[config.mk]
export PLATFORM = sky130hd
export DESIGN_NAME = acr_top
export DESIGN_NICKNAME = d
export VERILOG_FILES = /design/src/hw/acr_pkg.sv /design/src/hw/acr_top.sv
export SDC_FILE = /design/constraint.sdc
export NUM_CORES = 1
export LEC_CHECK = 0
export ABC_CLOCK_PERIOD_IN_PS = 3500
export CORE_MARGIN = 3
export CORE_UTILIZATION = 45
export CTS_CLUSTER_SIZE = 8
export DETAILED_ROUTE_END_ITERATION = 12
export DONT_BUFFER_PORTS = 1
export PLACE_DENSITY_LB_ADDON = 0.08
export SYNTH_ARGS = -nofsm -noshare
export SYNTH_HDL_FRONTEND = slang
export SYNTH_SLANG_ARGS = --single-unit
[constraint.sdc]
create_clock -name clk -period 3.5 [get_ports clk]
set_input_delay 0.7 -clock clk [delete_from_list [all_inputs] [get_ports clk]]
set_output_delay 0.7 -clock clk [all_outputs]
set_load 0.05 [all_outputs]
[src/hw/acr_pkg.sv]
// Shared constants and types for the converter control and result register block.
package acr_pkg;

    // Bus geometry.
    localparam int unsigned ADDR_W = 8;
    localparam int unsigned DATA_W = 32;

    // Register byte offsets.
    localparam logic [7:0] OFF_CONTROL_0     = 8'h00;
    localparam logic [7:0] OFF_CONTROL_1     = 8'h04;
    localparam logic [7:0] OFF_TRIGGER       = 8'h08;
    localparam logic [7:0] OFF_RESULT_HIGH   = 8'h0C;
    localparam logic [7:0] OFF_RESULT_LOW    = 8'h10;
    localparam logic [7:0] OFF_STATUS        = 8'h14;

    // Field positions in the first control register.
    localparam int unsigned CHANNEL_LSB      = 2;
    localparam int unsigned GO_BIT           = 1;
    localparam int unsigned ENABLE_BIT       = 0;

    // Field positions in the second control register.
    localparam int unsigned FORMAT_BIT       = 7;
    localparam int unsigned CLKSEL_LSB       = 4;
    localparam int unsigned NEGREF_BIT       = 2;
    localparam int unsigned POSREF_LSB       = 0;

    // Field positions in the status register.
    localparam int unsigned DONE_BIT         = 0;
    localparam int unsigned BUSY_BIT         = 1;

    // Values after reset and writable masks.
    localparam logic [7:0] CONTROL_0_RESET   = 8'h00;
    localparam logic [7:0] CONTROL_1_RESET   = 8'h00;
    localparam logic [7:0] TRIGGER_RESET     = 8'h00;
    localparam logic [7:0] CONTROL_1_MASK    = 8'hF7;
    localparam logic [7:0] TRIGGER_MASK      = 8'h1F;

    // Input channel codes.
    localparam logic [5:0] CH_FIXED_REF      = 6'h3F;
    localparam logic [5:0] CH_REF_OUTPUT     = 6'h3E;
    localparam logic [5:0] CH_TEMPERATURE    = 6'h3D;
    localparam logic [5:0] CH_GROUND         = 6'h3C;
    localparam logic [5:0] CH_PORT_A_LAST    = 6'h05;
    localparam logic [5:0] CH_PORT_A_GAP     = 6'h03;
    localparam logic [5:0] CH_PORT_B_FIRST   = 6'h0C;
    localparam logic [5:0] CH_PORT_C_LAST    = 6'h17;

    // Conversion clock select codes and their system clock divisors.
    localparam logic [2:0] CLK_DIV2          = 3'h0;
    localparam logic [2:0] CLK_DIV8          = 3'h1;
    localparam logic [2:0] CLK_DIV32         = 3'h2;
    localparam logic [2:0] CLK_RC_A          = 3'h3;
    localparam logic [2:0] CLK_DIV4          = 3'h4;
    localparam logic [2:0] CLK_DIV16         = 3'h5;
    localparam logic [2:0] CLK_DIV64         = 3'h6;
    localparam logic [2:0] CLK_RC_B          = 3'h7;
    localparam logic [6:0] DIVISOR_2         = 7'h02;
    localparam logic [6:0] DIVISOR_4         = 7'h04;
    localparam logic [6:0] DIVISOR_8         = 7'h08;
    localparam logic [6:0] DIVISOR_16        = 7'h10;
    localparam logic [6:0] DIVISOR_32        = 7'h20;
    localparam logic [6:0] DIVISOR_64        = 7'h40;

    // Reference codes.
    localparam logic [1:0] POSREF_SUPPLY     = 2'h0;
    localparam logic [1:0] POSREF_RESERVED   = 2'h1;
    localparam logic [1:0] POSREF_EXT_PIN    = 2'h2;
    localparam logic [1:0] POSREF_FIXED      = 2'h3;

    // Trigger sources, indexed by their selection code; index 0 means none.
    localparam int unsigned TRIG_COUNT       = 18;
    localparam logic [4:0] TRIG_NONE         = 5'h00;
    localparam logic [4:0] TRIG_LAST         = 5'h11;

    // Bus responses.
    localparam logic [1:0] RESP_OKAY         = 2'h0;
    localparam logic [1:0] RESP_SLVERR       = 2'h2;

    // Steering toward the analog converter core.
    typedef struct packed {
        logic       enable;
        logic       muxConnect;
        logic [5:0] channel;
        logic [1:0] posRef;
        logic       negRefExternal;
        logic       useRcOscillator;
    } acr_analog_ctrl_t;

endpackage

[src/hw/acr_top.sv]
// Converter control, trigger and result registers behind an AXI4-Lite slave.
//
// Behaviour
// [RQ1] Six-bit channel field, top codes internal, gaps unconnected.
// [RQ2] Port pins A, B4-7, C0-7 selected by code.
// [RQ3] Writing go starts conversion; reads one while busy.
// [RQ4] Hardware clears go when conversion finishes.
// [RQ5] Enable bit powers converter; zero draws no current.
// [RQ6] Right format zeroes six upper high bits.
// [RQ7] Left format zeroes six lower low bits.
// [RQ8] Clock code picks divide 2..64 or RC.
// [RQ9] Negative reference: ground at zero, pin at one.
// [RQ10] Enable zero disconnects every multiplexer input.
// [RQ11] Positive reference: supply, pin, fixed; 01 reserved.
// [RQ12] Trigger zero none; logic cells, capture units.
// [RQ13] Timer, comparator and timer overflow trigger codes.
// [RQ14] Trigger sources act on rising edges.
// [RQ15] Overflow triggers coincide with timer flag setting.
// [RQ16] Left format: high 9..2, low top 1..0.
// [RQ17] Right format: high low bits hold 9..8.
// [RQ18] Right format: low byte holds 7..0.
// [RQ19] Trigger edge sets go by hardware.
// [RQ20] Completion sets done flag, loads both result bytes.
// [RQ21] Reset clears registers, stops converter, abandons conversion.
// [RQ22] Go write ignored while converter disabled.
// [RQ23] Result bytes unreset; control registers reset zero.
`timescale 1ns/100ps
`default_nettype none

module acr_top (
    // Clock and reset.
    input  wire logic                        clk,
    input  wire logic                        rst,
    // AXI4-Lite write address channel.
    input  wire logic [acr_pkg::ADDR_W-1:0]  awaddr,
    input  wire logic [2:0]                  awprot,
    input  wire logic                        awvalid,
    output logic                             awready,
    // AXI4-Lite write data channel.
    input  wire logic [acr_pkg::DATA_W-1:0]  wdata,
    input  wire logic [3:0]                  wstrb,
    input  wire logic                        wvalid,
    output logic                             wready,
    // AXI4-Lite write response channel.
    output logic [1:0]                       bresp,
    output logic                             bvalid,
    input  wire logic                        bready,
    // AXI4-Lite read address channel.
    input  wire logic [acr_pkg::ADDR_W-1:0]  araddr,
    input  wire logic [2:0]                  arprot,
    input  wire logic                        arvalid,
    output logic                             arready,
    // AXI4-Lite read data channel.
    output logic [acr_pkg::DATA_W-1:0]       rdata,
    output logic [1:0]                       rresp,
    output logic                             rvalid,
    input  wire logic                        rready,
    // Trigger sources from neighbouring peripherals on this clock.
    input  wire logic [acr_pkg::TRIG_COUNT-1:0] triggerSources,
    // Analog converter core.
    output acr_pkg::acr_analog_ctrl_t        analogCtrl,
    output logic                             conversionClockTick,
    output logic                             coreStart,
    input  wire logic                        coreDone,
    input  wire logic [9:0]                  coreResult,
    // Completion flag toward the interrupt controller.
    output logic                             conversionDoneFlag
);

    // Stored register fields.
    logic [5:0] inputChannelSelect;
    logic       go;
    logic       converterEnable;
    logic       resultFormat;
    logic [2:0] conversionClockSelect;
    logic       negativeReferenceSelect;
    logic [1:0] positiveReferenceSelect;
    logic [4:0] autoTriggerSelect;
    logic [7:0] resultHighByte;
    logic [7:0] resultLowByte;

    // Bus slave state.
    logic                        awHeld;
    logic                        wHeld;
    logic [acr_pkg::ADDR_W-1:0]  writeAddr;
    logic [7:0]                  writeByte;
    logic                        writeLane0;
    logic                        doWrite;
    logic                        readTaken;
    logic [7:0]                  readValue;
    logic                        readMapped;

    // Conversion control.
    logic [acr_pkg::TRIG_COUNT-1:0] triggerPrev;
    logic [acr_pkg::TRIG_COUNT-1:0] triggerRise;
    logic       triggerEdge;
    logic       softwareStart;
    logic       softwareStop;
    logic       startRequest;
    logic       conversionFinish;
    logic       doneClear;
    logic [5:0] divCount;
    logic [6:0] divisor;
    logic       useRc;
    logic       channelValid;

    // Write channel: address and data are taken independently.
    assign awready = !awHeld && !bvalid;
    assign wready  = !wHeld && !bvalid;
    assign doWrite = awHeld && wHeld && !bvalid;

    always_ff @(posedge clk) begin
        if (rst) begin
            awHeld    <= 1'b0;
            writeAddr <= '0;
        end else if (awvalid && awready) begin
            awHeld    <= 1'b1;
            writeAddr <= awaddr;
        end else if (doWrite) begin
            awHeld    <= 1'b0;
        end
    end

    always_ff @(posedge clk) begin
        if (rst) begin
            wHeld      <= 1'b0;
            writeByte  <= 8'h00;
            writeLane0 <= 1'b0;
        end else if (wvalid && wready) begin
            wHeld      <= 1'b1;
            writeByte  <= wdata[7:0];
            writeLane0 <= wstrb[0];
        end else if (doWrite) begin
            wHeld      <= 1'b0;
        end
    end

    always_ff @(posedge clk) begin
        if (rst) begin
            bvalid <= 1'b0;
            bresp  <= acr_pkg::RESP_OKAY;
        end else if (doWrite) begin
            bvalid <= 1'b1;
            bresp  <= isMapped(writeAddr) ? acr_pkg::RESP_OKAY : acr_pkg::RESP_SLVERR;
        end else if (bready) begin
            bvalid <= 1'b0;
        end
    end

    function automatic logic isMapped(input logic [acr_pkg::ADDR_W-1:0] addr);
        unique case (addr)
            acr_pkg::OFF_CONTROL_0, acr_pkg::OFF_CONTROL_1, acr_pkg::OFF_TRIGGER,
            acr_pkg::OFF_RESULT_HIGH, acr_pkg::OFF_RESULT_LOW,
            acr_pkg::OFF_STATUS: isMapped = 1'b1;
            default: isMapped = 1'b0;
        endcase
    endfunction

    function automatic logic hits(input logic [7:0] offset);
        hits = doWrite && writeLane0 && (writeAddr == offset);
    endfunction

    // Read channel: data is latched on the address handshake.
    assign arready   = !rvalid;
    assign readTaken = arvalid && arready;

    always_comb begin
        readValue  = 8'h00;
        readMapped = 1'b1;
        unique case (araddr)
            acr_pkg::OFF_CONTROL_0:   readValue = {inputChannelSelect, go, converterEnable};
            acr_pkg::OFF_CONTROL_1:   readValue = {resultFormat, conversionClockSelect, 1'b0,
                                                   negativeReferenceSelect,
                                                   positiveReferenceSelect};
            acr_pkg::OFF_TRIGGER:     readValue = {3'h0, autoTriggerSelect};
            acr_pkg::OFF_RESULT_HIGH: readValue = resultHighByte;
            acr_pkg::OFF_RESULT_LOW:  readValue = resultLowByte;
            acr_pkg::OFF_STATUS:      readValue = {6'h00, go, conversionDoneFlag};
            default:                  readMapped = 1'b0;
        endcase
    end

    always_ff @(posedge clk) begin
        if (rst) begin
            rvalid <= 1'b0;
            rdata  <= '0;
            rresp  <= acr_pkg::RESP_OKAY;
        end else if (readTaken) begin
            rvalid <= 1'b1;
            rdata  <= {24'h000000, readValue};
            rresp  <= readMapped ? acr_pkg::RESP_OKAY : acr_pkg::RESP_SLVERR;
        end else if (rready) begin
            rvalid <= 1'b0;
        end
    end

    // Configuration registers; all return to zero on reset.
    always_ff @(posedge clk) begin
        if (rst) begin
            inputChannelSelect <= acr_pkg::CONTROL_0_RESET[7:2]; // [RQ21] [RQ23]
            converterEnable    <= acr_pkg::CONTROL_0_RESET[0]; // [RQ21]
        end else if (hits(acr_pkg::OFF_CONTROL_0)) begin
            inputChannelSelect <= writeByte[acr_pkg::CHANNEL_LSB +: 6]; // [RQ1]
            converterEnable    <= writeByte[acr_pkg::ENABLE_BIT]; // [RQ5]
        end
    end

    always_ff @(posedge clk) begin
        if (rst) begin
            resultFormat            <= acr_pkg::CONTROL_1_RESET[7]; // [RQ23]
            conversionClockSelect   <= acr_pkg::CONTROL_1_RESET[6:4];
            negativeReferenceSelect <= acr_pkg::CONTROL_1_RESET[2];
            positiveReferenceSelect <= acr_pkg::CONTROL_1_RESET[1:0];
        end else if (hits(acr_pkg::OFF_CONTROL_1)) begin
            resultFormat            <= writeByte[acr_pkg::FORMAT_BIT];
            conversionClockSelect   <= writeByte[acr_pkg::CLKSEL_LSB +: 3]; // [RQ8]
            negativeReferenceSelect <= writeByte[acr_pkg::NEGREF_BIT]; // [RQ9]
            positiveReferenceSelect <= writeByte[acr_pkg::POSREF_LSB +: 2]; // [RQ11]
        end
    end

    always_ff @(posedge clk) begin
        if (rst) begin
            autoTriggerSelect <= acr_pkg::TRIGGER_RESET[4:0]; // [RQ23]
        end else if (hits(acr_pkg::OFF_TRIGGER)) begin
            autoTriggerSelect <= writeByte[4:0] & acr_pkg::TRIGGER_MASK[4:0]; // [RQ12]
        end
    end

    // Trigger edge detection. Sources share this clock, so no synchroniser is needed;
    // an overflow source pulses in the cycle its timer sets its flag.
    always_ff @(posedge clk) begin
        if (rst) begin
            triggerPrev <= '0;
        end else begin
            triggerPrev <= triggerSources;
        end
    end

    assign triggerRise = triggerSources & ~triggerPrev; // [RQ14] [RQ15]
    assign triggerEdge = (autoTriggerSelect != acr_pkg::TRIG_NONE) &&
                         (autoTriggerSelect <= acr_pkg::TRIG_LAST) &&
                         triggerRise[autoTriggerSelect]; // [RQ12] [RQ13]

    // Start and stop requests; the enable is the stored value, so one write cannot
    // both power the converter and start it.
    assign softwareStart    = hits(acr_pkg::OFF_CONTROL_0) && writeByte[acr_pkg::GO_BIT];
    assign softwareStop     = hits(acr_pkg::OFF_CONTROL_0) &&
                              (!writeByte[acr_pkg::GO_BIT] || !writeByte[acr_pkg::ENABLE_BIT]);
    assign startRequest     = converterEnable && !go &&
                              (softwareStart || triggerEdge); // [RQ22] [RQ19]
    assign conversionFinish = go && converterEnable && coreDone;

    always_ff @(posedge clk) begin
        if (rst) begin
            go <= acr_pkg::CONTROL_0_RESET[1]; // [RQ21]
        end else if (startRequest) begin
            go <= 1'b1; // [RQ3] [RQ19]
        end else if (conversionFinish || softwareStop || !converterEnable) begin
            go <= 1'b0; // [RQ4]
        end
    end

    always_ff @(posedge clk) begin
        if (rst) begin
            coreStart <= 1'b0;
        end else begin
            coreStart <= startRequest; // [RQ3]
        end
    end

    // Completion flag, cleared by writing one to its status bit; a completion in the
    // same cycle wins so that no conversion goes unreported.
    assign doneClear = hits(acr_pkg::OFF_STATUS) && writeByte[acr_pkg::DONE_BIT];

    always_ff @(posedge clk) begin
        if (rst) begin
            conversionDoneFlag <= 1'b0;
        end else if (conversionFinish) begin
            conversionDoneFlag <= 1'b1; // [RQ20]
        end else if (doneClear) begin
            conversionDoneFlag <= 1'b0;
        end
    end

    // Result bytes have no reset, so their contents survive a warm reset.
    always_ff @(posedge clk) begin
        if (conversionFinish) begin
            if (resultFormat) begin
                resultHighByte <= {6'h00, coreResult[9:8]}; // [RQ6] [RQ17] [RQ20] [RQ23]
                resultLowByte  <= coreResult[7:0]; // [RQ18]
            end else begin
                resultHighByte <= coreResult[9:2]; // [RQ16] [RQ20]
                resultLowByte  <= {coreResult[1:0], 6'h00}; // [RQ7] [RQ16]
            end
        end else begin
            if (hits(acr_pkg::OFF_RESULT_HIGH)) begin
                resultHighByte <= writeByte;
            end
            if (hits(acr_pkg::OFF_RESULT_LOW)) begin
                resultLowByte <= writeByte;
            end
        end
    end

    // Conversion clock divider; the tick runs only while a conversion is under way.
    always_comb begin
        useRc   = 1'b0;
        divisor = acr_pkg::DIVISOR_2;
        unique case (conversionClockSelect)
            acr_pkg::CLK_DIV2:  divisor = acr_pkg::DIVISOR_2; // [RQ8]
            acr_pkg::CLK_DIV8:  divisor = acr_pkg::DIVISOR_8;
            acr_pkg::CLK_DIV32: divisor = acr_pkg::DIVISOR_32;
            acr_pkg::CLK_DIV4:  divisor = acr_pkg::DIVISOR_4;
            acr_pkg::CLK_DIV16: divisor = acr_pkg::DIVISOR_16;
            acr_pkg::CLK_DIV64: divisor = acr_pkg::DIVISOR_64;
            acr_pkg::CLK_RC_A, acr_pkg::CLK_RC_B: useRc = 1'b1; // [RQ8]
        endcase
    end

    always_ff @(posedge clk) begin
        if (rst || !go || useRc) begin
            divCount <= 6'h00;
        end else if (divCount == 6'(divisor - 7'h01)) begin
            divCount <= 6'h00;
        end else begin
            divCount <= divCount + 6'h01;
        end
    end

    assign conversionClockTick = go && !useRc && (divCount == 6'(divisor - 7'h01)); // [RQ8]

    // Channel decode: reserved codes leave the multiplexer open.
    always_comb begin
        channelValid = 1'b0;
        if (inputChannelSelect >= acr_pkg::CH_GROUND) begin
            channelValid = 1'b1; // [RQ1]
        end else if (inputChannelSelect <= acr_pkg::CH_PORT_A_LAST) begin
            channelValid = (inputChannelSelect != acr_pkg::CH_PORT_A_GAP); // [RQ2]
        end else if (inputChannelSelect >= acr_pkg::CH_PORT_B_FIRST &&
                     inputChannelSelect <= acr_pkg::CH_PORT_C_LAST) begin
            channelValid = 1'b1; // [RQ2]
        end
    end

    always_comb begin
        analogCtrl.enable          = converterEnable; // [RQ5]
        analogCtrl.muxConnect      = converterEnable && channelValid; // [RQ10]
        analogCtrl.channel         = inputChannelSelect;
        analogCtrl.posRef          = positiveReferenceSelect; // [RQ11]
        analogCtrl.negRefExternal  = negativeReferenceSelect; // [RQ9]
        analogCtrl.useRcOscillator = useRc;
    end

endmodule
`default_nettype wire

Word level (Yosys, flattened, before mapping)

Index checks and enable logic that the tools add are counted.

$add $sub $neg: 2
$lt $le $gt $ge: 6
Eq/ne operators: 19
Muxes and demuxes: 31
Bitwise operators: 2
Reductions and logical operators: 57

Operators by type and width:

| cell                                                            | number |
|---|---|
| two-way mux 8 bit                                               | 6 |
| one-hot mux 8 bit (6 select lines)                              | 1 |
| == test 8 x 4 -> 1 bit (second input constant)                  | 4 |
| == test 8 x 5 -> 1 bit (second input constant)                  | 4 |
| one-hot mux 6 bit (5 select lines)                              | 1 |
| logical AND 1 bit                                               | 27 |
| two-way mux 1 bit                                               | 20 |
| bitwise AND 18 bit                                              | 1 |
| NOT 18 bit                                                      | 1 |
| == test 8 x 3 -> 1 bit (second input constant)                  | 2 |
| zero test 8 bit                                                 | 2 |
| nonzero test 2 bit                                              | 8 |
| == test 3 bit (second input constant)                           | 4 |
| OR reduction 6 bit                                              | 2 |
| zero test 1 bit                                                 | 9 |
| adder 6 x 1 -> 6 bit (second input constant)                    | 1 |
| == test 3 x 2 -> 1 bit (second input constant)                  | 2 |
| == test 6 bit                                                   | 1 |
| >= comparator 6 x 4 -> 1 bit (second input constant)            | 1 |
| >= comparator 6 bit (second input constant)                     | 1 |
| less-or-equal comparator 6 x 3 -> 1 bit (second input constant) | 1 |
| less-or-equal comparator 6 x 5 -> 1 bit (second input constant) | 1 |
| logical OR 1 bit                                                | 6 |
| less-than comparator 5 x 6 -> 1 bit (second input constant)     | 1 |
| other kinds (8)                                                 | 10 |

Flip-flop bits (word level): 95
Input port bits: 94

Longest topological paths before layout

Depth after elaboration: 9
Mapped depth: 7
Depth with buffers taken out: 5

Least setup slack after synthesis

Ideal clock, no wire load.

Kind: register to output
Start point: reg conversionClockSelect[1]
End point: out conversionClockTick
Arrival: 1.768 ns
Setup slack: 1.032 ns
Stages on the path, launching flop included: 7
Buffers on the path: 1
Cell sequence: dfxtp_1 buf_2 xor2_1 o32a_1 a21oi_1 o2111a_1 and3_1

Cells in the longest elaborated chain, start to end: 6
Elaborated cells on any way between the ends: 15
Those cells by class: add/sub (1); eq/ne (8); mux (2); reduce/logical (4)

Ends and longest elaborated chain:

| element                                                           | RTL line       | RTL |
|---|---|---|
| start: declaration                                                | acr_top.sv:75  | `logic [2:0] conversionClockSelect;` |
| start signal: assignment                                          | acr_top.sv:211 | `conversionClockSelect <= acr_pkg::CONTROL_1_RESET[6:4];` |
| start signal: assignment                                          | acr_top.sv:216 | `conversionClockSelect <= writeByte[acr_pkg::CLKSEL_LSB +: 3];` |
| branches (longest 5 deep; another with subtractor 6 x 1 -> 6 bit) | --             |  |
| logical AND 1 bit (*)                                             | acr_top.sv:331 | `assign conversionClockTick = go && !useRc && (divCount == 6'(divisor - 7'h01));` |
| end: declaration                                                  | acr_top.sv:62  | `output logic conversionClockTick,` |

Every way passes the cells marked *.

Final worst setup path

Ends and elaborated chain as after synthesis.

==> out/results.ini <==
[outcome]
status=completed

[detailed_routing]
first_pass_iters=4
wl_per_cell_um=16.6
vias_per_cell=5.27
drt-initial-drc-count=105
via_count=3212
drc_errors=0
ant_nets=0
wl_mm=10.1

[yosys]
synth-warning-count=0
synthCells=491
synth_commonest_cells=77 x dfxtp_1, 71 x nand2_1, 41 x nor2_1, 29 x buf_4, 29 x mux2i_1
synth-main-ff-cell=dfxtp_1
ys_seq_area_share_pct=45.9
synth_cell_types=55
synth.cell_area_um2=4410
synth.avg_cell_area_um2=8.98
synth_edf_count=16
synth_top_area_share_pct=35.0
yosysMostFrequentCell=dfxtp_1
ys_ff_latch=93
async_flop_share_pct=0
synth_largest_area_cell=dfxtp_1
synth_area_leaders=dfxtp_1 35%, edfxtp_1 11%, mux2i_1 6.6%

[cells_and_area]
instances_no_fill=609
syn2layout_area_growth_pct=4.31
drive_gt1_share_pct=6.46
regArea_um2=2020
num-nets-final=571
fill_cells=934
n_antenna_cell=0
multi_input_area_um2=2100

[power_and_ir_drop]
cellPowerDensity_nw_per_um2=462
p_total_w=0.00212
p_sw_w=0.000527
power.internal_w=0.00160
p_leak_nw=1.76
seqPwrFrac_pct=54.3
pwr-share-clk_pct=37.6
swShare_pct=24.8
p_comb_share_pct=8.0
irDropWorstVdd_uv=210

[worst_setup_path]
r2r_end=resultLowByte[2]
end_kind=output port
worstSetupPathType=reg2out
critPathSlowestCell=dfxtp_1
ff2ff_setup_slack_ns=1.08
critPathArrivalTime_ns=2.30
critPathMaxStageDelay_ns=0.52
worstSetupStartpointType=flop
r2r_cells=3
path_cells=xor2_1 > o32a_1 > a21oi_1 > o2111a_1 > and3_1
cp_num_buf_inv=0
worstPathRequired_ns=2.80
timing.rr.start=converterEnable
crit_family=compound AO/OA/AOI/OAI gates
worstPathMaxFanout=9

[placed_design]
numPortBuffers=0
dp_cells=594
hpwl_mm=7.42
gp_congestion=0.855

[global_routing]
grt_pass1_wl_mm=16.1
overflow=0
grt_max_degree=73
grt_pass1_vias=3073
grt_usage_pct=18.1
antenna_found_initial=0

[sta]
setup_violations=0
max_clock_freq_mhz=333
slew_viol_final=0
min_period_ns=3.00
finalSetupTns_ns=0
period_share_pct=85.8
worstMarginPinSlew_ns=0.991
rsz0062_at_grt=false
relSlewSlack_pct=33.7
final_hold_viol_count=0
fin_skew_ns=0.00982

[floorplan]
dieWidth_um=105
die_h_um=105
coreArea_um2=9370
initial_core_util_pct=47.0
io_pins=150
die_area_um2=11000
rows=35

[clock_tree]
worstSkewPairLatency_ns=0.35
cts_setup_buffers=0
clockBufferDepth=2
cts-root-buf=clkbuf_8
ctsResizeCount=0
cts_tree=yes
clock-sinks=93
cts_made_buffers=9
clk_pin_slew_ns=0.09
cts_htree_levels=3
hold_buffers=0

[run]
maxCapViolations=0

[hold_path]
hold_start=rst
hold_depth=1
hp-class=in2reg
hold_path_end=triggerPrev[0]

## final cells by class
cell class              count  area share (%)
multi-input cells         353            45.6
flip-flops and latches     93            44.0
clock buffers              13            4.16
well taps                 129            3.51
inverters                  14            1.14
repair buffers              5           0.816
clock inverters             2           0.789
## how the worst max path moves through the flow
stage | from | cells past startpoint | to
floorplan | conversionClockSelect[1] | 6 | conversionClockTick
global placement | conversionClockSelect[1] | 5 | conversionClockTick
detailed placement | conversionClockSelect[1] | 5 | conversionClockTick
CTS | conversionClockSelect[1] | 5 | conversionClockTick
global route | conversionClockSelect[1] | 5 | conversionClockTick
finish | conversionClockSelect[1] | 5 | conversionClockTick
## cell usage in the layout, fill, tap and decap left out, drive strengths merged, types with 4 or more instances in the layout
cell type  synthesis  layout
o22ai              4       4
a22o              12      12
a22oi              5       5
nor3b              5       5
nor4               8       8
inv               14      15
nand2b             6       6
a21oi             27      27
nand3b             5       5
conb               1      26
mux2i             29      29
edfxtp            16      16
dfxtp             77      77
nor3               7       7
buf               35       5
nand2             71      71
xor2               4       4
nand3             10      10
nor2b             24      24
o21ai             20      20
xnor2              5       5
clkbuf            21      13
nor2              41      41
## worst register-to-register path, cell delays in order, from the launching register on
cell and delay [ns]:
dfxtp_1 0.79, nand3_1 0.79, nor2_1 0.51, a22o_1 0.21
## cells by family (layout without fill, tap and decap cells)
group / count (synthesis) / after routing / share of synthesized area, %
buffers and inverters: 70 / 34 / 8.69
xor gates and xnor gates: 9 / 9 / 1.79
adders and majority gates: 1 / 1 / 0.284
AOI/OAI and AO/OA: 87 / 87 / 12.9
DFF: 93 / 93 / 45.9
muxes: 33 / 33 / 8.12
other: 1 / 26 / 0.0851
and+or+nand+nor: 197 / 197 / 22.3
## flip-flops by register name, summed over array words and instances, names as in the netlist, 3 cells and up
register,cells
autoTriggerSelect,5
conversionClockSelect,3
divCount,6
inputChannelSelect,6
rdata,8
resultHighByte,8
resultLowByte,8
triggerPrev,18
writeAddr,8
writeByte,8
## metal layers
| layer | track usage (%) | vias to the layer above | part of all wire (%) | wire length, µm |
|---|---|---|---|---|
| met4 | 4.22 | 0 | 0.45 | 46 |
| met3 | 6.42 | 4 | 7.4 | 745 |
| met5 | 0 | - | 0 | 0 |
| li1 | - | 1627 | - | - |
| met1 | 23.3 | 1495 | 45 | 4540 |
| met2 | 29.2 | 86 | 47 | 4800 |
## power by group through the flow
stage                     registers [W]  logic [W]  clock network (W)
after floorplan                 0.00117   0.000196                  0
after global placement          0.00118   0.000169                  0
after detailed placement        0.00118   0.000171                  0
after CTS                       0.00115   0.000171           0.000819
after global routing            0.00116   0.000187           0.000862
final                           0.00115   0.000171           0.000799
## metrics by stage
stage | worst slack (ns) | util [%] | area (µm²) | hold WS (ns)
finish | 0.498 | 49.1 | 4600 | 0.413
global placement | 0.920 | 46.6 | 4370 | 0.435
floorplan | 1.03 | - | 4500 | 0.431
CTS | 0.474 | 49.1 | 4600 | 0.399
detailed placement | 0.865 | 46.6 | 4370 | 0.439
global route | 0.385 | 49.1 | 4600 | 0.382
Note: power is estimated with default switching activity, not from simulation.
